**src/common/tic_consts.vh**
```
`ifndef TIC_CONSTS_VH
`define TIC_CONSTS_VH
// clock and time base
`define TIC_CLK_MHZ 20
`define TIC_TICK_CYC 5'd20
`define TIC_TICK_W 5
// debounce: microseconds, up to about one second
`define TIC_DEB_W 20
`define TIC_DEB_MAX_US 20'hf4240
// trigger delay: microseconds, 0 .. 10000000
`define TIC_DLY_W 24
`define TIC_DLY_MAX_US 24'h989680
// register byte offsets
`define TIC_OFF_CTRL 12'h000
`define TIC_OFF_DEB_SEL 12'h004
`define TIC_OFF_DEB_TIME 12'h008
`define TIC_OFF_DLY 12'h00c
`define TIC_OFF_STATUS 12'h010
`define TIC_OFF_IRQ_STAT 12'h014
`define TIC_OFF_IRQ_MASK 12'h018
`define TIC_OFF_SW_TRIG 12'h01c
`define TIC_OFF_LINES 12'h020
// control fields
`define TIC_CTRL_FREE_RUN 0
`define TIC_CTRL_SRC_HW 1
`define TIC_CTRL_ACQ_EN 2
`define TIC_CTRL_STAT_SEL_LO 4
`define TIC_CTRL_STAT_SEL_HI 5
`define TIC_STAT_SEL_FTW 2'h0
// interrupt status bits
`define TIC_IRQ_TRIG 0
`define TIC_IRQ_READY 1
`define TIC_IRQ_LINE1 2
`define TIC_IRQ_LINE2 3
`define TIC_IRQ_W 4
`define TIC_NUM_LINES 2
`endif

```
**src/rtl/tic_debounce.v**
```verilog
`timescale 1ns/100ps
`include "tic_consts.vh"

module tic_debounce (
	input wire clk_sys,
	input wire rst_n,
	input wire tick_us,
	input wire line_sync,
	input wire [`TIC_DEB_W-1:0] deb_time,
	output reg line_out_reg,
	output reg edge_out_reg
);
// ========================================
// stable-time filter
// ========================================
reg last_raw_reg;
reg [`TIC_DEB_W-1:0] cnt_reg;

// the first tick after a change may come at once, so one tick more than
// deb_time is waited: the level has stood at least deb_time, at most 1 us more
always @(posedge clk_sys) begin
	if (!rst_n) begin
		last_raw_reg <= 1'b0;
		cnt_reg <= {`TIC_DEB_W{1'b0}};
		line_out_reg <= 1'b0;
		edge_out_reg <= 1'b0;
	end else begin
		edge_out_reg <= 1'b0;
		last_raw_reg <= line_sync;
		if (line_sync != last_raw_reg) begin
			cnt_reg <= {`TIC_DEB_W{1'b0}};
		end else if (line_sync != line_out_reg) begin
			if ((cnt_reg > deb_time) || (deb_time == {`TIC_DEB_W{1'b0}})) begin
				line_out_reg <= line_sync;
				edge_out_reg <= line_sync;
			end else if (tick_us) begin
				cnt_reg <= cnt_reg + 1'b1;
			end
		end else begin
			cnt_reg <= {`TIC_DEB_W{1'b0}};
		end
	end
end

endmodule // tic_debounce

```
**src/rtl/tic_trigger_cond.v**
```verilog
// Design decisions made here: the register offsets and register access over APB.
`timescale 1ns/100ps
`include "tic_consts.vh"

// Overview of operation
// - a new input level is accepted only after holding for the debounce time
// - pulses shorter than the debounce time are dropped entirely
// - accepted edges are delayed from the pin by the debounce time
// - debounce time is in microseconds, from zero to about one second
// - each input line has its own debounce time, chosen by a selector
// - hardware triggers wait a programmable 0 to 10000000 microseconds
// - a zero delay lets the hardware trigger act at once
// - software triggers bypass the trigger delay; free-run mode blocks all triggers
// - with frame-trigger-wait selected, status shows trigger readiness for either trigger source
// - acquisition start has no readable status
module tic_trigger_cond (
	input wire clk_sys,
	input wire rst_n,
	input wire psel,
	input wire penable,
	input wire pwrite,
	input wire [11:0] paddr,
	input wire [31:0] pwdata,
	output wire pready,
	output reg [31:0] prdata,
	output wire pslverr,
	input wire [1:0] line_in,
	input wire frame_busy,
	output reg frame_trigger_reg,
	output wire irq
);
// ========================================
// microsecond tick
// ========================================
reg [`TIC_TICK_W-1:0] pre_reg;
reg tick_us_reg;

always @(posedge clk_sys) begin
	if (!rst_n) begin
		pre_reg <= {`TIC_TICK_W{1'b0}};
		tick_us_reg <= 1'b0;
	end else if (pre_reg == `TIC_TICK_CYC - 1'b1) begin
		pre_reg <= {`TIC_TICK_W{1'b0}};
		tick_us_reg <= 1'b1;
	end else begin
		pre_reg <= pre_reg + 1'b1;
		tick_us_reg <= 1'b0;
	end
end

// ========================================
// registers
// ========================================
reg [5:0] ctrl_reg;
reg deb_sel_reg;
reg [`TIC_DEB_W-1:0] deb_time_reg [0:`TIC_NUM_LINES-1];
reg [`TIC_DLY_W-1:0] dly_reg;
reg [`TIC_IRQ_W-1:0] irq_stat_reg;
reg [`TIC_IRQ_W-1:0] irq_mask_reg;
reg sw_trig_reg;
wire access = psel && penable;
wire wr = access && pwrite;
wire trig_ready;
wire [`TIC_NUM_LINES-1:0] line_db;
wire [`TIC_NUM_LINES-1:0] line_edge;
wire [`TIC_IRQ_W-1:0] irq_events;
wire [31:0] wdeb = (pwdata[31:0] > {12'h000, `TIC_DEB_MAX_US}) ?
	{12'h000, `TIC_DEB_MAX_US} : pwdata;
wire [31:0] wdly = (pwdata[31:0] > {8'h00, `TIC_DLY_MAX_US}) ?
	{8'h00, `TIC_DLY_MAX_US} : pwdata;

assign pready = 1'b1;
assign pslverr = 1'b0;

always @(posedge clk_sys) begin
	if (!rst_n) begin
		ctrl_reg <= 6'h00;
		deb_sel_reg <= 1'b0;
		deb_time_reg[0] <= {`TIC_DEB_W{1'b0}};
		deb_time_reg[1] <= {`TIC_DEB_W{1'b0}};
		dly_reg <= {`TIC_DLY_W{1'b0}};
		irq_mask_reg <= {`TIC_IRQ_W{1'b0}};
		sw_trig_reg <= 1'b0;
	end else begin
		sw_trig_reg <= 1'b0;
		if (wr) begin
			case (paddr)
				`TIC_OFF_CTRL: ctrl_reg <= pwdata[5:0];
				`TIC_OFF_DEB_SEL: deb_sel_reg <= pwdata[0];
				`TIC_OFF_DEB_TIME: deb_time_reg[deb_sel_reg] <= wdeb[`TIC_DEB_W-1:0];
				`TIC_OFF_DLY: dly_reg <= wdly[`TIC_DLY_W-1:0];
				`TIC_OFF_IRQ_MASK: irq_mask_reg <= pwdata[`TIC_IRQ_W-1:0];
				`TIC_OFF_SW_TRIG: sw_trig_reg <= pwdata[0];
				default: ;
			endcase
		end
	end
end

// set wins over the write-one clear
always @(posedge clk_sys) begin
	if (!rst_n) begin
		irq_stat_reg <= {`TIC_IRQ_W{1'b0}};
	end else if (wr && paddr == `TIC_OFF_IRQ_STAT) begin
		irq_stat_reg <= (irq_stat_reg & ~pwdata[`TIC_IRQ_W-1:0]) | irq_events;
	end else begin
		irq_stat_reg <= irq_stat_reg | irq_events;
	end
end

assign irq = |(irq_stat_reg & irq_mask_reg);

// status reads: acquisition start has no selector code, so only the
// frame-trigger-wait selection returns a live flag
wire [1:0] stat_sel = ctrl_reg[`TIC_CTRL_STAT_SEL_HI:`TIC_CTRL_STAT_SEL_LO];
wire trigger_ready_flag = (stat_sel == `TIC_STAT_SEL_FTW) ? trig_ready : 1'b0;

always @* begin
	prdata = 32'h0000_0000;
	case (paddr)
		`TIC_OFF_CTRL: prdata = {26'h0, ctrl_reg};
		`TIC_OFF_DEB_SEL: prdata = {31'h0, deb_sel_reg};
		`TIC_OFF_DEB_TIME: prdata = {12'h0, deb_time_reg[deb_sel_reg]};
		`TIC_OFF_DLY: prdata = {8'h0, dly_reg};
		`TIC_OFF_STATUS: prdata = {31'h0, trigger_ready_flag};
		`TIC_OFF_IRQ_STAT: prdata = {28'h0, irq_stat_reg};
		`TIC_OFF_IRQ_MASK: prdata = {28'h0, irq_mask_reg};
		`TIC_OFF_LINES: prdata = {30'h0, line_db};
		default: prdata = 32'h0000_0000;
	endcase
end

// ========================================
// input lines
// ========================================
reg [1:0] sync1_reg;
reg [1:0] sync2_reg;

always @(posedge clk_sys) begin
	if (!rst_n) begin
		sync1_reg <= 2'b00;
		sync2_reg <= 2'b00;
	end else begin
		sync1_reg <= line_in;
		sync2_reg <= sync1_reg;
	end
end

genvar gi;
generate
	for (gi = 0; gi < `TIC_NUM_LINES; gi = gi + 1) begin : g_line
		tic_debounce u_deb (
			.clk_sys(clk_sys),
			.rst_n(rst_n),
			.tick_us(tick_us_reg),
			.line_sync(sync2_reg[gi]),
			.deb_time(deb_time_reg[gi]),
			.line_out_reg(line_db[gi]),
			.edge_out_reg(line_edge[gi])
		);
	end
endgenerate

// ========================================
// trigger delay
// ========================================
localparam ST_IDLE = 1'b0;
localparam ST_WAIT = 1'b1;
reg state_reg;
reg [`TIC_DLY_W-1:0] dly_cnt_reg;
wire free_run = ctrl_reg[`TIC_CTRL_FREE_RUN];
wire src_hw = ctrl_reg[`TIC_CTRL_SRC_HW];
wire acq_en = ctrl_reg[`TIC_CTRL_ACQ_EN];
// hardware trigger is the rising edge of debounced line 1
wire hw_trig = line_edge[0] && src_hw && acq_en && !free_run;
wire sw_trig = sw_trig_reg && !src_hw && acq_en && !free_run;

assign trig_ready = acq_en && !free_run && !frame_busy && state_reg == ST_IDLE;

// a trigger arriving during a pending delay is dropped: one delayed
// trigger is outstanding at most
always @(posedge clk_sys) begin
	if (!rst_n) begin
		state_reg <= ST_IDLE;
		dly_cnt_reg <= {`TIC_DLY_W{1'b0}};
		frame_trigger_reg <= 1'b0;
	end else begin
		frame_trigger_reg <= 1'b0;
		case (state_reg)
			ST_IDLE: begin
				if (sw_trig && !frame_busy) begin
					frame_trigger_reg <= 1'b1;
				end else if (hw_trig && !frame_busy) begin
					if (dly_reg == {`TIC_DLY_W{1'b0}}) begin
						frame_trigger_reg <= 1'b1;
					end else begin
						dly_cnt_reg <= {`TIC_DLY_W{1'b0}};
						state_reg <= ST_WAIT;
					end
				end
			end
			ST_WAIT: begin
				if (free_run || !acq_en) begin
					state_reg <= ST_IDLE;
				end else if (dly_cnt_reg > dly_reg) begin
					frame_trigger_reg <= 1'b1;
					state_reg <= ST_IDLE;
				end else if (tick_us_reg) begin
					dly_cnt_reg <= dly_cnt_reg + 1'b1;
				end
			end
			default: state_reg <= ST_IDLE;
		endcase
	end
end

// ready event is the rise of the ready flag
reg ready_d_reg;
always @(posedge clk_sys) begin
	if (!rst_n) begin
		ready_d_reg <= 1'b0;
	end else begin
		ready_d_reg <= trig_ready;
	end
end

assign irq_events = {line_edge[1], line_edge[0], trig_ready && !ready_d_reg, frame_trigger_reg};

endmodule // tic_trigger_cond

```
**config.mk**
```make
export PLATFORM = sky130hd
export DESIGN_NAME = tic_trigger_cond
export DESIGN_NICKNAME = d
export VERILOG_FILES = /design/src/rtl/tic_debounce.v /design/src/rtl/tic_trigger_cond.v
export VERILOG_INCLUDE_DIRS = /design/src /design/src/common
export SDC_FILE = /design/constraint.sdc
export NUM_CORES = 1
export LEC_CHECK = 0
export BUFFER_PORTS_ARGS = -buffer_cell sky130_fd_sc_hd__buf_2
export CORE_AREA = 3 3 212 110
export CTS_BUF_LIST = sky130_fd_sc_hd__clkbuf_4 sky130_fd_sc_hd__clkbuf_8
export DETAILED_ROUTE_END_ITERATION = 8
export DIE_AREA = 0 0 215 113
export GPL_ROUTABILITY_DRIVEN = 0
export PLACE_DENSITY_LB_ADDON = 0.08
export SYNTH_ARGS = -nofsm -noshare
export SYNTH_HDL_FRONTEND = slang
export SYNTH_SLANG_ARGS = --single-unit
```
**constraint.sdc**
```tcl
create_clock -name clk_sys -period 3.4 [get_ports clk_sys]
set_input_delay 0.17 -clock clk_sys [delete_from_list [all_inputs] [get_ports clk_sys]]
set_output_delay 0.17 -clock clk_sys [all_outputs]
set_load 0.02 [all_outputs]
```
After elaboration in Yosys (flattened, before gate mapping)
Memory sizes are Yosys's and may differ from the RTL's. A register that Yosys moved wholly into a read port is not among the register bits.
Cells that the tools add are included.
{"block": "word_totals", "reg_bits": 123, "ram_bits": 40, "inputBits": 52, "output_inout_bits": 36, "word_cells": 144, "mem_count": 1}
{"memory": "deb_time_reg", "depth": 2, "word_bits": 20, "rd": 3, "rd_ports_with_merged_regs": 1, "wr": 2, "line_no": "tic_trigger_cond.v:56", "source": "reg [`TIC_DEB_W-1:0] deb_time_reg [0:`TIC_NUM_LINES-1];"}
{"block": "op_classes", "n_addsub": 4, "magnitude_cmp": 5, "eq_ne": 19, "n_mux": 35, "bitwise_logic": 13, "reduce_logical": 45}
{"op": "case mux 24 bit (8 select lines)", "count": 1}
{"op": "two-way mux 24 bit", "count": 7}
{"op": "equality test 12 x 5 -> 1 bit (second input constant)", "count": 4}
{"op": "case mux 24 bit (2 select lines)", "count": 1}
{"op": "adder 20 x 1 -> 20 bit (second input constant)", "count": 2}
{"op": "> comparator 20 bit", "count": 2}
{"op": "zero test 20 bit", "count": 2}
{"op": "two-way mux 20 bit", "count": 2}
{"op": "> comparator 32 x 20 -> 1 bit (second input constant)", "count": 1}
{"op": "> comparator 32 x 24 -> 1 bit (second input constant)", "count": 1}
{"op": "adder 24 x 1 -> 24 bit (second input constant)", "count": 1}
{"op": "equality test 12 x 4 -> 1 bit (second input constant)", "count": 2}
{"op": "> comparator 24 bit", "count": 1}
{"op": "zero test 24 bit", "count": 1}
{"op": "two-way mux 1 bit", "count": 21}
{"op": "OR reduction 20 bit", "count": 1}
{"op": "logical AND 1 bit", "count": 15}
{"op": "equality test 12 x 3 -> 1 bit (second input constant)", "count": 1}
{"op": "equality test 12 x 6 -> 1 bit (second input constant)", "count": 1}
{"op": "zero test 12 bit", "count": 1}
{"op": "AND reduction 2 bit", "count": 6}
{"op": "OR reduction 4 bit", "count": 3}
{"op": "!= test 2 bit (second input constant)", "count": 5}
{"op": "AND reduction 3 bit", "count": 3}
{"op": "other kinds (16)", "count": 36}

Logic depth before layout (Yosys ltp)
{"block": "logic_depth", "ltp_word": 7, "mapped_depth": 11, "mapped_depth_nobuf": 9}

Cells and area by module
Synthesis repeated with hierarchy kept, for this count alone.
{"block": "hier_totals", "cells_unflattened": 1205, "area_unflattened_um2": 10199.8}
{"mod": "tic_trigger_cond", "instances": 1, "cells_per_inst": 673, "area_per_inst_um2": 6185.9, "seq_area_each_um2": 2762.6}
{"mod": "tic_debounce", "instances": 2, "cells_per_inst": 266, "area_per_inst_um2": 2006.9, "seq_area_each_um2": 460.4}

Worst setup path before layout
No wires, ideal clock.
{"block": "synth_timing", "path_kind": "input -> register", "startpoint": "input port paddr[9]", "endpoint": "memory deb_time_reg[0][0] (netlist name) (enable)", "setup_time_ns": 0.377, "t_arrival_ns": 2.336, "required_time_ns": 3.023, "path_slack_ns": 0.687, "path_stages": 6, "path_buffers": 1, "path_cell_list": "or4_1 -> or4_1 -> or2_1 -> or3_1 -> buf_2 -> nand2_1"}
{"item": "start, declared", "line_no": "tic_trigger_cond.v:22", "source": "input wire [11:0] paddr,"}
{"item": "end, declared", "line_no": "tic_trigger_cond.v:56"}

Worst setup path after layout
{"block": "layout_timing", "startpoint": "register dly_reg[1]", "endpoint": "register dly_cnt_reg[14]"}
{"block": "layout_between", "elab_chain_len": 3, "word_cells_on_any_way": 5, "classes_between": "1 x order compare; 2 x eq/ne; 2 x reduce/logical"}
{"item": "start, declared", "line_no": "tic_trigger_cond.v:57", "source": "reg [`TIC_DLY_W-1:0] dly_reg;"}
{"item": "start signal, assigned", "line_no": "tic_trigger_cond.v:81", "source": "dly_reg <= {`TIC_DLY_W{1'b0}};"}
{"item": "start signal, assigned", "line_no": "tic_trigger_cond.v:91", "source": "`TIC_OFF_DLY: dly_reg <= wdly[`TIC_DLY_W-1:0];"}
{"item": "> comparator 24 bit / zero test 24 bit (equally long branches)", "line_no": "tic_trigger_cond.v:205, tic_trigger_cond.v:194"}
{"item": "!= test 2 bit (no source line)"}
{"item": "AND reduction 6 bit (no source line) (*)"}
{"item": "end signal, assigned", "line_no": "tic_trigger_cond.v:185", "source": "dly_cnt_reg <= {`TIC_DLY_W{1'b0}};"}
{"item": "end signal, assigned", "line_no": "tic_trigger_cond.v:197", "source": "dly_cnt_reg <= {`TIC_DLY_W{1'b0}};"}
{"item": "end signal, assigned", "line_no": "tic_trigger_cond.v:209", "source": "dly_cnt_reg <= dly_cnt_reg + 1'b1;"}
{"item": "end, declared", "line_no": "tic_trigger_cond.v:170", "source": "reg [`TIC_DLY_W-1:0] dly_cnt_reg;"}
Mark *: on every way between the ends. The rest lies on a longest branch, timed or not.
A chain may end at the register's enable or synchronous reset.

==> results_dict.tcl <==
set metrics [dict create \
    status "completed" \
    wirelength_um 28200 \
    cts_sinks 164 \
    yosysWarnings 0 \
    netlist.area_leader.share_pct 25.7 \
    synthesis.area_um2 9640 \
    io_buffers 77 \
    cts_made_buffers 17 \
    clkSlewWorstSetupHoldPaths_ns 0.10 \
    n_fill_cell 2094 \
    drive_above_1_share_pct 11.7 \
    chipWidth_um 215 \
    setup.worst_path.end_class "flop" \
    synth-edff-count 40 \
    antenna_found_initial 0 \
    arrival_ns 3.37 \
    worstPathMaxFanout 32 \
    grt_use_met1_pct 33.9 \
    p_per_area_nw_per_um2 344 \
    drt_iter0_drc 681 \
    drt_first_pass_iters 5 \
    slew_violations 0 \
    met3_usage_pct 5.82 \
    vias 8845 \
    cts.repair.resized 0 \
    start_util_pct 44.8 \
    synthTopCellsByCount "124 x dfxtp_1, 123 x nand2_1, 89 x a21oi_1, 84 x inv_1, 68 x ha_1" \
    syn_avg_cell_area_um2 8.53 \
    synth.ff_latch_count 164 \
    wire_per_inst_um 18.6 \
    synth_largest_area_cell "dfxtp_1" \
    grt_use_met2_pct 35.4 \
    slew_headroom_pct 21.5 \
    grt_pass1_wl_um 45100 \
    worst_clock_skew_ns 0.0134 \
    startpoint_type "flop" \
    synth_cells 1131 \
    yosysSeqAreaShare_pct 38.2 \
    dieHeight_um 113 \
    dp_hpwl_um 21100 \
    p_leak_nw 4.03 \
    cp.required_ns 3.83 \
    grt_max_degree 35 \
    ant_nets 0 \
    synthDistinctLibCells 66 \
    first_global_vias 8165 \
    cts_max_level 4 \
    fp.coreArea_um2 21500 \
    drc 0 \
    final_hold_viol_count 0 \
    clockRootBuffer "clkbuf_8" \
    maxCapViolCount 0 \
    fin_total_pwr_w 0.00374 \
    hp-class "input pin to flop" \
    layout_min_cycle_time_ns 2.94 \
    top_usage_layer "met2" \
    async_reset_ff_share_pct 0 \
    tns_ns 0 \
    ir_drop_mv 0.218 \
    crit_type "flop to flop" \
    overflow 0 \
    num_rows 38 \
    die-area_um2 24300 \
    ctsLongestPathBuffers 2 \
    finalCritPeriodShare_pct 86.6 \
    rsz0062_at_grt "false" \
    final_nets 1328 \
    viasPerCell 5.82 \
    max_freq_ghz 0.340 \
    ff2ff_setup_slack_ns 0.46 \
    setup_violations 0 \
    cts_tree "done" \
    yosys-top-cells-area "dfxtp_1 26%, edfxtp_1 12%, ha_1 8.8%" \
    track_usage_pct 23.4 \
    syn2layout_area_growth_pct 12.8 \
    io_pins 88 \
    insertion_delay_ns 0.49 \
    ys.flop_type "dfxtp_1" \
    yosysMostFrequentCell "dfxtp_1" \
    worst_slew_pin_slew_ns 1.17 \
    antennaDiodeCount 0 \
]
worst paths after layout:
kind,startpoint,end,cells past startpoint
worst max register to register,dly_reg[1],dly_cnt_reg[14],9
worst min register to register,sync1_reg[0],sync2_reg[0],1
worst min-delay path,pwdata[11],dly_reg[11],2
worst max-delay path,dly_reg[1],dly_cnt_reg[14],9
per-layer routing:
layer	vias up	wire [um]
li1	4326	-
met1	4269	13900
met2	227	12400
met3	23	1660
met4	0	305
met5	-	0
where the power goes:
| group | switching [W] | total [W] | internal [W] |
|---|---|---|---|
| clock | 0.000803 | 0.00148 | 0.000680 |
| combinational | 0.000132 | 0.000206 | 0.0000738 |
| sequential | 0.0000287 | 0.00205 | 0.00202 |
through the flow:
step / instances / setup WS [ns] / area (um2) / hold WS [ns] / utilization [%]
2_1_floorplan: 1139 / 0.687 / 9670 / 0.296 / -
3_3_place_gp: 1470 / 0.395 / 10300 / 0.377 / 47.8
3_5_place_dp: 1470 / 0.348 / 10300 / 0.381 / 47.8
4_1_cts: 1521 / 0.424 / 10900 / 0.00569 / 50.5
5_1_grt: 1521 / 0.240 / 10900 / 0.00335 / 50.5
6_report: 1521 / 0.457 / 10900 / 0.0395 / 50.5
cells by family (layout without fill, tap and decap cells):
family	count (synthesis)	count (layout)	synth area share, %
flip-flops	164	164	38.2
AND/OR/NAND/NOR	433	433	23.5
adder cells (fa/ha/maj)	68	68	8.82
other	2	10	0.0779
buffers and inverters	150	232	6.37
AO/OA/AOI/OAI	280	280	19.5
XOR/XNOR	2	2	0.182
multiplexers	32	32	3.35
layout by cell type (no fill, tap or decap), drive strengths merged, types with 34 or more instances in the layout:
cell type  count
a21oi         89
and2          35
buf           96
dfxtp        124
edfxtp        40
ha            68
inv           91
nand2        123
nand3         40
nand4         34
nor2          64
o21ai         57
timing repair:
item	4_1_cts	5_1_grt
hold buffers	19	0
setup endpoints to repair	0	0
buffers inserted	0	0
endpoints found under the hold margin	22	0
worst max-delay path, cell delays in order (launching register included):
cell	delay (ns)
dfxtp_1	0.40
inv_1	0.06
ha_1	0.30
nor2b_1	0.14
o211ai_1	0.17
a21oi_1	0.10
o31ai_1	0.36
or3b_2	0.79
a211oi_1	0.36
mux2i_1	0.22
cell type report:
type / count / area, um2 / area share (%)
Inverter: 85 / 319 / 2.93
Tap cell: 300 / 375 / 3.45
Multi-Input combinational cell: 825 / 5380 / 49.5
Timing Repair Buffer: 115 / 718 / 6.60
Clock buffer: 18 / 248 / 2.28
Sequential cell: 164 / 3680 / 33.9
Clock inverter: 14 / 149 / 1.37
Note: power is estimated with default switching activity, not from simulation.
